<file path="src/design/cpm_cfg.svh">
// Purpose: constants of the compressor protection monitor
// Assumes: one slow tick of CPM_TICK_PERIOD_S seconds
// Notes: offsets are byte addresses
`ifndef CPM_CFG_SVH
`define CPM_CFG_SVH

`define CPM_ADDR_HI_LIMIT 8'h00
`define CPM_ADDR_LO_LIMIT 8'h04
`define CPM_ADDR_HI_DELAY 8'h08
`define CPM_ADDR_LO_DELAY 8'h0C
`define CPM_ADDR_HEAD_OFF 8'h10
`define CPM_ADDR_HEAD_ON 8'h14
`define CPM_ADDR_HEAD_DELAY 8'h18
`define CPM_ADDR_LT_HEAD 8'h1C
`define CPM_ADDR_LT_DELAY 8'h20
`define CPM_ADDR_MAX_STARTS 8'h24
`define CPM_ADDR_CTRL 8'h28
`define CPM_ADDR_STAGE_ENABLE 8'h2C
`define CPM_ADDR_STATUS0 8'h30
`define CPM_ADDR_STATUS1 8'h34
`define CPM_ADDR_STATUS2 8'h38

`define CPM_RST_HI_LIMIT 12'hC00
`define CPM_RST_LO_LIMIT 12'h200
`define CPM_RST_DELAY 16'h003C
`define CPM_RST_HEAD_OFF 12'hA00
`define CPM_RST_HEAD_ON 12'h900
`define CPM_RST_LT_HEAD 12'hA00
`define CPM_RST_MAX_STARTS 8'h0A
`define CPM_RST_CTRL 16'h0000

`define CPM_SHORT_CODE 12'h010
`define CPM_OPEN_CODE 12'hFF0
`define CPM_TRIP_LIMIT 3'h5
`define CPM_LT_MAX_STARTS 8'h10
`define CPM_TICK_PERIOD_S 1
`define CPM_HOUR_S 3600
`define CPM_DAY_S 86400

`endif

</file>
<file path="src/design/cpm_pkg.sv">
// Purpose: types of the compressor protection monitor
// Assumes: three medium and three low level compressors
// Notes: compressors 0..2 medium level, 3..5 low level
package cpm_pkg;
    typedef logic [5:0][11:0] cpm_head_t;

    typedef struct packed {
        logic [1:0] drive_fault;
        logic [5:0] too_many_starts;
        logic [5:0] comp_fault;
        logic [5:0] auto_lockout_message;
        logic [2:0] low_level_head_temp_message;
        logic [2:0] mt_head_msg;
        logic temp_low;
        logic temp_high;
        logic [1:0] prio_b;
        logic [1:0] prio_a;
        logic meas_err_b;
        logic meas_err_a;
    } cpm_msg_t;

    typedef struct packed {
        logic [7:0] addr;
        logic [15:0] wdata;
        logic wr;
        logic rd;
    } cpm_bus_t;
endpackage

</file>
<file path="src/design/cpm_monitor.sv">
// Purpose: outlet sensor, head temperature, start and drive monitoring
// Assumes: i_tick is a one-cycle pulse from logic on i_sys_clk
// Notes: contact inputs are low active and come from pins
//
// Function
// - flag short/open per outlet sensor, own priority
// - control on sensor b, a while b faulty
// - high and low range messages after delays
// - no range messages on fan temp error
// - range messages never touch control outputs
// - medium head over limit trips compressor
// - medium head message after alarm delay
// - medium release only at re-enable level
// - five medium trips daily give permanent lockout unless the other two are locked out
// - low head trip, message if still hot
// - low release below limit, five trips lock unless the other two are locked out
// - overload, pressure switch or head is fault
// - speed drive enabled with first stage
// - rotation off maps compressor to same stage
// - rotation on swaps stages one and two
// - medium start gap is hour over max
// - low level fixed sixteen starts per hour
// - combined control counts, flags too many starts
// - drive error restores start limiting
// - drive fault inputs give drive messages
// - drive fault joined with first overload
`include "cpm_cfg.svh"
`timescale 1ns/100ps
`default_nettype none

module cpm_monitor #(
    parameter int unsigned P_TICKS_PER_HOUR =
        `CPM_HOUR_S / `CPM_TICK_PERIOD_S,
    parameter int unsigned P_TICKS_PER_DAY =
        `CPM_DAY_S / `CPM_TICK_PERIOD_S
) (
    input wire logic i_sys_clk,
    input wire logic i_reset_n,
    input wire logic i_tick,
    input wire logic [11:0] i_outlet_temp_input_a,
    input wire logic [11:0] i_outlet_temp_input_b,
    input wire logic i_fan_temp_err,
    input wire cpm_pkg::cpm_head_t i_head_temp,
    input wire logic [5:0] i_overload_n,
    input wire logic [5:0] i_hp_switch_n,
    input wire logic [1:0] i_speed_drive_fault_n,
    input wire logic [1:0] i_rotation_on,
    input wire logic [5:0] i_stage_req,
    input wire cpm_pkg::cpm_bus_t i_bus,
    output logic [15:0] o_rdata,
    output logic [5:0] o_stage_en,
    output logic [1:0] o_speed_drive_en,
    output logic [11:0] o_ctl_temp,
    output cpm_pkg::cpm_msg_t o_msg
);
    import cpm_pkg::*;

    logic [13:0] pin_meta_reg, pin_sync_reg;
    logic [5:0] overload, hp_trip, over, rel, fault, lock_reg, perm_reg;
    logic [5:0] manual_en, comp_start, start_ok, stage_next, too_many_reg;
    logic [5:0] head_msg_reg, head_cond;
    logic [1:0] drive_in;
    logic [11:0] hi_limit_reg, lo_limit_reg, head_off_reg, head_on_reg;
    logic [11:0] lt_head_reg, ctl_temp;
    logic [15:0] hi_delay_reg, lo_delay_reg, head_delay_reg, lt_delay_reg;
    logic [15:0] ctrl_reg, hi_tmr_reg, lo_tmr_reg;
    logic [7:0] max_starts_reg;
    logic [15:0] head_tmr_reg [6];
    logic [2:0] trips_reg [6];
    logic [16:0] gap_reg [6];
    logic [7:0] starts_reg [6];
    logic [16:0] day_cnt_reg, hour_cnt_reg;
    logic day_wrap, hour_wrap, err_a, err_b, hi_cond, lo_cond;
    logic hi_msg_reg, lo_msg_reg;
    logic [1:0] more_avail;
    cpm_msg_t msg_next;

    function automatic logic meas_bad(input logic [11:0] v);
        return (v < `CPM_SHORT_CODE) || (v > `CPM_OPEN_CODE);
    endfunction

    function automatic logic [15:0] tmr_next(input logic [15:0] t,
        input logic cond, input logic tick);
        if (!cond) begin
            return 16'h0000;
        end else if (tick && t != 16'hFFFF) begin
            return t + 16'h0001;
        end
        return t;
    endfunction

    function automatic int unsigned map_comp(input int unsigned s,
        input logic rot);
        int unsigned b;
        b = (s < 3) ? 0 : 3;
        if (rot && s == b) begin
            return b + 1;
        end else if (rot && s == b + 1) begin
            return b;
        end
        return s;
    endfunction

    function automatic logic [16:0] start_gap(input logic [7:0] n);
        logic [7:0] d;
        d = (n == 8'h00) ? 8'h01 : n;
        return 17'(P_TICKS_PER_HOUR / d);
    endfunction

    function automatic logic [1:0] popcnt3(input logic [2:0] v);
        return 2'(v[0]) + 2'(v[1]) + 2'(v[2]);
    endfunction

    // contacts are asynchronous: two stages before use
    always_ff @(posedge i_sys_clk) begin
        if (!i_reset_n) begin
            pin_meta_reg <= 14'h3FFF;
            pin_sync_reg <= 14'h3FFF;
        end else begin
            pin_meta_reg <= {i_speed_drive_fault_n, i_hp_switch_n,
                i_overload_n};
            pin_sync_reg <= pin_meta_reg;
        end
    end

    assign overload = ~pin_sync_reg[5:0];
    assign hp_trip = ~pin_sync_reg[11:6];
    assign drive_in = ~pin_sync_reg[13:12];

    always_ff @(posedge i_sys_clk) begin
        if (!i_reset_n) begin
            day_cnt_reg <= 17'h00000;
            hour_cnt_reg <= 17'h00000;
        end else if (i_tick) begin
            day_cnt_reg <= day_wrap ? 17'h00000 : day_cnt_reg + 17'h00001;
            hour_cnt_reg <= hour_wrap ? 17'h00000 :
                hour_cnt_reg + 17'h00001;
        end
    end

    assign day_wrap = i_tick &&
        (day_cnt_reg == 17'(P_TICKS_PER_DAY - 1));
    assign hour_wrap = i_tick &&
        (hour_cnt_reg == 17'(P_TICKS_PER_HOUR - 1));

    assign err_a = meas_bad(i_outlet_temp_input_a);
    assign err_b = meas_bad(i_outlet_temp_input_b);
    assign ctl_temp = err_b ? i_outlet_temp_input_a : i_outlet_temp_input_b;
    // range checks muted on fan temp error
    assign hi_cond = (ctl_temp > hi_limit_reg) && !i_fan_temp_err;
    assign lo_cond = (ctl_temp < lo_limit_reg) && !i_fan_temp_err;

    always_ff @(posedge i_sys_clk) begin
        if (!i_reset_n) begin
            hi_tmr_reg <= 16'h0000;
            lo_tmr_reg <= 16'h0000;
            hi_msg_reg <= 1'b0;
            lo_msg_reg <= 1'b0;
        end else begin
            hi_tmr_reg <= tmr_next(hi_tmr_reg, hi_cond, i_tick);
            lo_tmr_reg <= tmr_next(lo_tmr_reg, lo_cond, i_tick);
            hi_msg_reg <= hi_cond && (hi_tmr_reg >= hi_delay_reg);
            lo_msg_reg <= lo_cond && (lo_tmr_reg >= lo_delay_reg);
        end
    end

    always_comb begin
        for (int i = 0; i < 6; i++) begin
            if (i < 3) begin
                over[i] = i_head_temp[i] > head_off_reg;
                rel[i] = i_head_temp[i] <= head_on_reg;
                head_cond[i] = lock_reg[i];
            end else begin
                over[i] = i_head_temp[i] > lt_head_reg;
                rel[i] = i_head_temp[i] < lt_head_reg;
                head_cond[i] = lock_reg[i] && over[i];
            end
        end
    end

    assign more_avail[0] = popcnt3(~perm_reg[2:0]) > 2'h1;
    assign more_avail[1] = popcnt3(~perm_reg[5:3]) > 2'h1;

    always_ff @(posedge i_sys_clk) begin
        if (!i_reset_n) begin
            lock_reg <= 6'h00;
            perm_reg <= 6'h00;
            for (int i = 0; i < 6; i++) begin
                trips_reg[i] <= 3'h0;
            end
        end else begin
            for (int i = 0; i < 6; i++) begin
                if (!lock_reg[i] && over[i]) begin
                    lock_reg[i] <= 1'b1;
                    if (trips_reg[i] == `CPM_TRIP_LIMIT - 3'h1 &&
                        more_avail[i / 3]) begin
                        perm_reg[i] <= 1'b1;
                        trips_reg[i] <= 3'h0;
                    end else begin
                        trips_reg[i] <= day_wrap ? 3'h1 :
                            trips_reg[i] + 3'h1;
                    end
                end else begin
                    // held until cool and not permanent
                    if (lock_reg[i] && rel[i] && !perm_reg[i]) begin
                        lock_reg[i] <= 1'b0;
                    end
                    if (day_wrap) begin
                        trips_reg[i] <= 3'h0;
                    end
                    if (manual_en[i]) begin
                        perm_reg[i] <= 1'b0;
                    end
                end
            end
        end
    end

    always_ff @(posedge i_sys_clk) begin
        if (!i_reset_n) begin
            head_msg_reg <= 6'h00;
            for (int i = 0; i < 6; i++) begin
                head_tmr_reg[i] <= 16'h0000;
            end
        end else begin
            for (int i = 0; i < 6; i++) begin
                head_tmr_reg[i] <= tmr_next(head_tmr_reg[i],
                    head_cond[i], i_tick);
                head_msg_reg[i] <= head_cond[i] && (head_tmr_reg[i] >=
                    ((i < 3) ? head_delay_reg : lt_delay_reg));
            end
        end
    end

    assign fault = overload | hp_trip | lock_reg;

    always_comb begin
        comp_start = 6'h00;
        stage_next = 6'h00;
        start_ok = 6'h00;
        for (int i = 0; i < 6; i++) begin
            start_ok[i] = (gap_reg[i] == 17'h00000) ||
                (ctrl_reg[0] && !drive_in[i / 3]);
        end
        for (int s = 0; s < 6; s++) begin
            stage_next[s] = i_stage_req[s] &&
                !fault[map_comp(s, i_rotation_on[s / 3])] &&
                (o_stage_en[s] ||
                 start_ok[map_comp(s, i_rotation_on[s / 3])]);
            comp_start[map_comp(s, i_rotation_on[s / 3])] =
                stage_next[s] && !o_stage_en[s];
        end
    end

    always_ff @(posedge i_sys_clk) begin
        if (!i_reset_n) begin
            too_many_reg <= 6'h00;
            for (int i = 0; i < 6; i++) begin
                gap_reg[i] <= 17'h00000;
                starts_reg[i] <= 8'h00;
            end
        end else begin
            for (int i = 0; i < 6; i++) begin
                if (comp_start[i]) begin
                    gap_reg[i] <= start_gap((i < 3) ? max_starts_reg :
                        `CPM_LT_MAX_STARTS);
                end else if (i_tick && gap_reg[i] != 17'h00000) begin
                    gap_reg[i] <= gap_reg[i] - 17'h00001;
                end
                if (hour_wrap) begin
                    starts_reg[i] <= {7'h00, comp_start[i]};
                end else if (comp_start[i] && starts_reg[i] != 8'hFF) begin
                    starts_reg[i] <= starts_reg[i] + 8'h01;
                end
                if (starts_reg[i] > ((i < 3) ? max_starts_reg :
                    `CPM_LT_MAX_STARTS)) begin
                    too_many_reg[i] <= 1'b1;
                end else if (hour_wrap) begin
                    too_many_reg[i] <= 1'b0;
                end
            end
        end
    end

    always_comb begin
        msg_next = '0;
        msg_next.meas_err_a = err_a;
        msg_next.meas_err_b = err_b;
        msg_next.prio_a = ctrl_reg[3:2];
        msg_next.prio_b = ctrl_reg[5:4];
        // report only, no path into stages
        msg_next.temp_high = hi_msg_reg;
        msg_next.temp_low = lo_msg_reg;
        msg_next.mt_head_msg = head_msg_reg[2:0];
        msg_next.low_level_head_temp_message = head_msg_reg[5:3];
        msg_next.auto_lockout_message = perm_reg;
        msg_next.comp_fault = fault;
        msg_next.too_many_starts = too_many_reg;
        msg_next.drive_fault = drive_in | {overload[3], overload[0]};
    end

    always_ff @(posedge i_sys_clk) begin
        if (!i_reset_n) begin
            o_stage_en <= 6'h00;
            o_speed_drive_en <= 2'h0;
            o_ctl_temp <= 12'h000;
            o_msg <= '0;
        end else begin
            o_stage_en <= stage_next;
            o_speed_drive_en <= {stage_next[3], stage_next[0]};
            o_ctl_temp <= ctl_temp;
            o_msg <= msg_next;
        end
    end

    assign manual_en = (i_bus.wr &&
        i_bus.addr == `CPM_ADDR_STAGE_ENABLE) ? i_bus.wdata[5:0] : 6'h00;

    always_ff @(posedge i_sys_clk) begin
        if (!i_reset_n) begin
            hi_limit_reg <= `CPM_RST_HI_LIMIT;
            lo_limit_reg <= `CPM_RST_LO_LIMIT;
            hi_delay_reg <= `CPM_RST_DELAY;
            lo_delay_reg <= `CPM_RST_DELAY;
            head_off_reg <= `CPM_RST_HEAD_OFF;
            head_on_reg <= `CPM_RST_HEAD_ON;
            head_delay_reg <= `CPM_RST_DELAY;
            lt_head_reg <= `CPM_RST_LT_HEAD;
            lt_delay_reg <= `CPM_RST_DELAY;
            max_starts_reg <= `CPM_RST_MAX_STARTS;
            ctrl_reg <= `CPM_RST_CTRL;
        end else if (i_bus.wr) begin
            if (i_bus.addr == `CPM_ADDR_HI_LIMIT) begin
                hi_limit_reg <= i_bus.wdata[11:0];
            end else if (i_bus.addr == `CPM_ADDR_LO_LIMIT) begin
                lo_limit_reg <= i_bus.wdata[11:0];
            end else if (i_bus.addr == `CPM_ADDR_HI_DELAY) begin
                hi_delay_reg <= i_bus.wdata;
            end else if (i_bus.addr == `CPM_ADDR_LO_DELAY) begin
                lo_delay_reg <= i_bus.wdata;
            end else if (i_bus.addr == `CPM_ADDR_HEAD_OFF) begin
                head_off_reg <= i_bus.wdata[11:0];
            end else if (i_bus.addr == `CPM_ADDR_HEAD_ON) begin
                head_on_reg <= i_bus.wdata[11:0];
            end else if (i_bus.addr == `CPM_ADDR_HEAD_DELAY) begin
                head_delay_reg <= i_bus.wdata;
            end else if (i_bus.addr == `CPM_ADDR_LT_HEAD) begin
                lt_head_reg <= i_bus.wdata[11:0];
            end else if (i_bus.addr == `CPM_ADDR_LT_DELAY) begin
                lt_delay_reg <= i_bus.wdata;
            end else if (i_bus.addr == `CPM_ADDR_MAX_STARTS) begin
                max_starts_reg <= i_bus.wdata[7:0];
            end else if (i_bus.addr == `CPM_ADDR_CTRL) begin
                ctrl_reg <= {10'h000, i_bus.wdata[5:0]};
            end
        end
    end

    // unmapped and write-only addresses read as zero
    always_ff @(posedge i_sys_clk) begin
        if (!i_reset_n) begin
            o_rdata <= 16'h0000;
        end else if (!i_bus.rd) begin
            o_rdata <= 16'h0000;
        end else if (i_bus.addr == `CPM_ADDR_HI_LIMIT) begin
            o_rdata <= {4'h0, hi_limit_reg};
        end else if (i_bus.addr == `CPM_ADDR_LO_LIMIT) begin
            o_rdata <= {4'h0, lo_limit_reg};
        end else if (i_bus.addr == `CPM_ADDR_HI_DELAY) begin
            o_rdata <= hi_delay_reg;
        end else if (i_bus.addr == `CPM_ADDR_LO_DELAY) begin
            o_rdata <= lo_delay_reg;
        end else if (i_bus.addr == `CPM_ADDR_HEAD_OFF) begin
            o_rdata <= {4'h0, head_off_reg};
        end else if (i_bus.addr == `CPM_ADDR_HEAD_ON) begin
            o_rdata <= {4'h0, head_on_reg};
        end else if (i_bus.addr == `CPM_ADDR_HEAD_DELAY) begin
            o_rdata <= head_delay_reg;
        end else if (i_bus.addr == `CPM_ADDR_LT_HEAD) begin
            o_rdata <= {4'h0, lt_head_reg};
        end else if (i_bus.addr == `CPM_ADDR_LT_DELAY) begin
            o_rdata <= lt_delay_reg;
        end else if (i_bus.addr == `CPM_ADDR_MAX_STARTS) begin
            o_rdata <= {8'h00, max_starts_reg};
        end else if (i_bus.addr == `CPM_ADDR_CTRL) begin
            o_rdata <= ctrl_reg;
        end else if (i_bus.addr == `CPM_ADDR_STATUS0) begin
            o_rdata <= msg_next[15:0];
        end else if (i_bus.addr == `CPM_ADDR_STATUS1) begin
            o_rdata <= msg_next[31:16];
        end else if (i_bus.addr == `CPM_ADDR_STATUS2) begin
            o_rdata <= {2'h0, lock_reg, 6'h00, msg_next[33:32]};
        end else begin
            o_rdata <= 16'h0000;
        end
    end
endmodule
`default_nettype wire

</file>
<file path="config.mk">
export PLATFORM = sky130hd
export DESIGN_NAME = cpm_monitor
export DESIGN_NICKNAME = d
export VERILOG_FILES = /design/src/design/cpm_pkg.sv /design/src/design/cpm_monitor.sv
export VERILOG_INCLUDE_DIRS = /design/src /design/src/design
export SDC_FILE = /design/constraint.sdc
export NUM_CORES = 2
export LEC_CHECK = 0
export BUFFER_PORTS_ARGS = -buffer_cell sky130_fd_sc_hd__buf_2
export CORE_AREA = 4 4 402 404
export CTS_BUF_LIST = sky130_fd_sc_hd__clkbuf_4
export DETAILED_ROUTE_END_ITERATION = 8
export DIE_AREA = 0 0 406 408
export HOLD_SLACK_MARGIN = 0.03
export SETUP_SLACK_MARGIN = 0.05
export SLEW_MARGIN = 0
export SYNTH_ARGS = -nofsm -noshare
export SYNTH_HDL_FRONTEND = slang
export SYNTH_SLANG_ARGS = --single-unit
</file>
<file path="constraint.sdc">
create_clock -name i_sys_clk -period 99.1 [get_ports i_sys_clk]
set_input_delay 9.91 -clock i_sys_clk [delete_from_list [all_inputs] [get_ports i_sys_clk]]
set_output_delay 9.91 -clock i_sys_clk [all_outputs]
set_load 0.01 [all_outputs]
</file>
==> results by stage <==
Run status:
- The flow ran to the end, but the final reports show violations.
- The final reports fail on design-rule violations.

Clock network:
- The total number of H-tree levels is 4.
- The cell chosen for the clock root is sky130_fd_sc_hd__clkbuf_4.
- After clock tree synthesis, the clock-pin slew on the worst setup and hold paths is roughly 0.070 ns.
- The clock drives slightly below 600 sinks.
- The clock insertion delay at the later pin of the skew report is between 1 and 1.5 ns.
- Clock tree synthesis inserted a total of 160 buffers.
- For this design, the CTS-stage hold fixing added 0 buffers.
- The clock passes through at most 3 buffers.
- After clock tree synthesis, the repair step resized 0 gates.
- The clock tree from TritonCTS is yes.
- After clock tree synthesis, the setup repair step added 0 buffers.

Timing:
- Setup violations remaining at the end of the flow were counted as 0.
- The final number of max-transition violations is 0.
- The final clock period utilization by the worst path is roughly nine tenths.
- Setup repair after global routing left no endpoint under its margin.
- Adding up every negative setup slack in the final design gives 0 ns.
- Setup slack on the critical path of the routed design comes to around 8.7 ns.
- Subtracting the final worst setup slack from the clock period gives 90.39 ns.
- Static timing analysis puts the maximum clock frequency at about 11 MHz.
- The worst setup skew after layout is roughly 0.069 ns.
- The worst-margin pin slew is 1.157 ns.
- The worst slew margin relative to its limit is between 20% and 30%.
- The count of endpoints failing hold in the final timing report is 0.

GRT:
- For this run, the total global-route usage over all layers was measured as 21.04%.
- Entering global routing, the biggest net connects between 90 and 100 pins.
- The first global-routing pass estimated 284,100 um of wire.
- The number of global-route vias before repair is approximately 50,000.
- Global routing finished with a remaining overflow of 0.
- The initial antenna violation count is 14.

Yosys:
- During synthesis, Yosys emitted a total of 0 warnings.
- The share of synthesized area in the top cell type comes to 15.36%.
- Counting every net in the synthesized netlist gives 7,651.
- The dominant register cell in the synthesized netlist is sky130_fd_sc_hd__dfxtp_1.
- Counting flops and latches in the post-synthesis netlist gives 590.
- The count of unique library cells instantiated by Yosys is 135.
- In the post-synthesis netlist, the biggest area contributors are sky130_fd_sc_hd__dfxtp_1 (15%), sky130_fd_sc_hd__ha_1 (12%), sky130_fd_sc_hd__edfxtp_1 (9.2%).
- The number of enable flip-flop cells after synthesis is 168.
- The number of standard cells after synthesis is ~7,000.
- Dividing the synthesized area by the synthesized cell count gives ~8 sq um.
- Sequential elements use between 20% and 30% of the synthesized area.
- The top cell type by total area after synthesis is sky130_fd_sc_hd__dfxtp_1.
- The share of flip-flops with an asynchronous set or reset is 0%.
- The synthesized netlist occupies a cell area of 55,000 sq um.

Hold path:
- The startpoint identified for the worst hold timing path is pin_meta_reg[7]$_SDFF_PN1_.
- The type of the tightest min-delay check is reg -> reg.

Worst setup path:
- The critical path starts at max_starts_reg[7]$_SDFFE_PN0P_.
- The worst setup path is captured at a register.
- The data arrival at the endpoint of the critical path is 91.17 ns.
- The cell with the biggest individual delay on the critical path is sky130_fd_sc_hd__nor4_2.
- On the worst path, the slowest cell contributes a delay of 0.87 ns.
- The origin of the critical flop-to-flop path is max_starts_reg[7]$_SDFFE_PN0P_.
- The critical path class is reg -> reg.
- The worst register-to-register path has a depth of roughly 380.
- In this run the register-to-register setup slack is between 8 and 9 ns.
- Data on the critical path is required at its endpoint by between 90 and 100 ns.
- The highest net fanout along the worst path is 35.
- The most critical setup path has its endpoint at gap_reg[2][0]$_SDFFCE_PN0P_.
- STA classifies the critical path startpoint as a register.
- The endpoint of the most critical register-to-register path is gap_reg[2][0]$_SDFFCE_PN0P_.
- The dominant cell type by count on the critical path is sky130_fd_sc_hd__a21o_1.

Placement:
- The detailed placer's ending HPWL is around 140,000 um.
- Before CTS, the worst setup slack after placement is 9.421 ns.
- The global placement routability congestion is approximately 0.95.
- The quantity of I/O buffers inserted on ports is approximately 220.
- The cell area after placement is 58,070 sq um.

Route:
- Summed over all layers, the routed wires come to approximately 180,000 um.
- The via density per instance is 5.750.
- The detailed router placed between 50,000 and 60,000 vias in this run.
- The count of antenna-violating nets left after detailed routing is 0.
- The per-cell routed wire length is slightly below 20 um.
- The length of the first detailed-routing pass in iterations is 9.
- The post-route DRC violation count is 3.
- After the first detailed-routing iteration, the DRC count stood at approximately 4,600.

Final layout:
- From synthesis to final layout, the design area changed by 9.542%.
- The number of nets in the layout is about 7,800.
- The register with the most flip-flops in the layout has 102 of them.
- After routing the design area is between 60,000 and 70,000 sq um.
- The count of filler cells inserted in the layout is approximately 16,000.
- The fraction of final layout cells with drive strength greater than 1 is a little over a tenth.

Floorplanning:
- The floorplan die width is between 400 and 500 um.
- The I/O pin count is approximately 220.
- The initial core utilization is between 30% and 40%.
- The die covers approximately 170,000 sq um.
- The core region is 157,800 sq um.
- The number of rows created at floorplan is ~150.
- The height of the chip is ~410 um.

Run:
- Max-cap violations in this run came to 0.
## cells in the mapped netlist, types with 92 or more instances
cell and number:
sky130_fd_sc_hd__a21oi_1 500, sky130_fd_sc_hd__and3_1 92, sky130_fd_sc_hd__nor3_1 178, sky130_fd_sc_hd__nor2b_1 101, sky130_fd_sc_hd__xor2_1 232, sky130_fd_sc_hd__inv_1 276
sky130_fd_sc_hd__o21ai_0 276, sky130_fd_sc_hd__nand4_1 134, sky130_fd_sc_hd__nand2b_1 166, sky130_fd_sc_hd__edfxtp_1 168, sky130_fd_sc_hd__nand2_1 696, sky130_fd_sc_hd__dfxtp_1 422
sky130_fd_sc_hd__and2_1 107, sky130_fd_sc_hd__nor2_1 736, sky130_fd_sc_hd__xnor2_1 266, sky130_fd_sc_hd__a21o_1 227, sky130_fd_sc_hd__clkbuf_1 188, sky130_fd_sc_hd__ha_1 517
sky130_fd_sc_hd__nand3_1 217
## logic make-up after synthesis
kind of cell	synth area share (%)
AO/OA/AOI/OAI	23.25
flip-flops	24.53
XOR/XNOR	8.108
AND/OR/NAND/NOR	26.06
adder cells (fa/ha/maj)	11.76
multiplexers	2.471
buffers and inverters	3.808
## metal layers
layer	vias up	GRT usage (%)	wire length [um]
met1	25499	28.57	82920
met2	1853	34.08	82020
li1	26179	-	-
met5	-	0	27
met3	381	3.386	12120
met4	4	6.601	5387
## area by class of cell
cell class,count,area [sq um],share of cell area [%]
Inverter,279,1052,1.747
Antenna cell,13,32.53,0.05400
Sequential cell,590,13490,22.40
Clock inverter,43,304.0,0.5047
Clock buffer,244,1832,3.041
Timing Repair Buffer,269,1479,2.455
Multi-Input combinational cell,5866,39460,65.50
Tap cell,2072,2592,4.303
## critical path, delay by kind of cell, from the launching register on
kind                     cells  cell delay, ns
multiplexers                 8            2.45
adder cells (fa/ha/maj)     31            9.73
buffers and inverters        8            1.59
flip-flops                   1            0.45
AO/OA/AOI/OAI              194           39.12
AND/OR/NAND/NOR            135           36.43
## metrics by stage
stage               hold slack, ns  util (%)  std cells
CTS                         0.4042     38.14       9363
global placement            0.3970     36.79       9076
global route                0.4313     38.16       9369
detailed placement          0.3949     36.79       9076
finish                      0.3984     38.17       9376
floorplan                   0.3863         -       6986
## cell usage in the layout (no fill, tap or decap), types with 178 or more instances in the layout
master                     Yosys  routed
sky130_fd_sc_hd__o21ai_0     276     276
sky130_fd_sc_hd__xor2_1      232     232
sky130_fd_sc_hd__clkbuf_4      0     244
sky130_fd_sc_hd__a21o_1      227     227
sky130_fd_sc_hd__nand3_1     217     217
sky130_fd_sc_hd__a21oi_1     500     499
sky130_fd_sc_hd__xnor2_1     266     266
sky130_fd_sc_hd__ha_1        517     517
sky130_fd_sc_hd__nor3_1      178     178
sky130_fd_sc_hd__nand2_1     696     696
sky130_fd_sc_hd__dfxtp_1     422     422
sky130_fd_sc_hd__inv_1       276     276
sky130_fd_sc_hd__nor2_1      736     735
sky130_fd_sc_hd__buf_2        39     216
## how the worst min path moves through the flow
stage / end / slack [ns] / cells past startpoint
detailed placement: pin_sync_reg[7]$_SDFF_PN1_ / 0.39 / 1
CTS: pin_sync_reg[7]$_SDFF_PN1_ / 0.40 / 1
floorplan: pin_sync_reg[0]$_SDFF_PN1_ / 0.39 / 1
global placement: pin_sync_reg[7]$_SDFF_PN1_ / 0.40 / 1
finish: pin_sync_reg[7]$_SDFF_PN1_ / 0.40 / 1
global route: pin_sync_reg[7]$_SDFF_PN1_ / 0.43 / 1
Power is left out: the tool's default activity adds up to more than one toggle a clock period on the data nets, which glitch-free logic cannot reach.
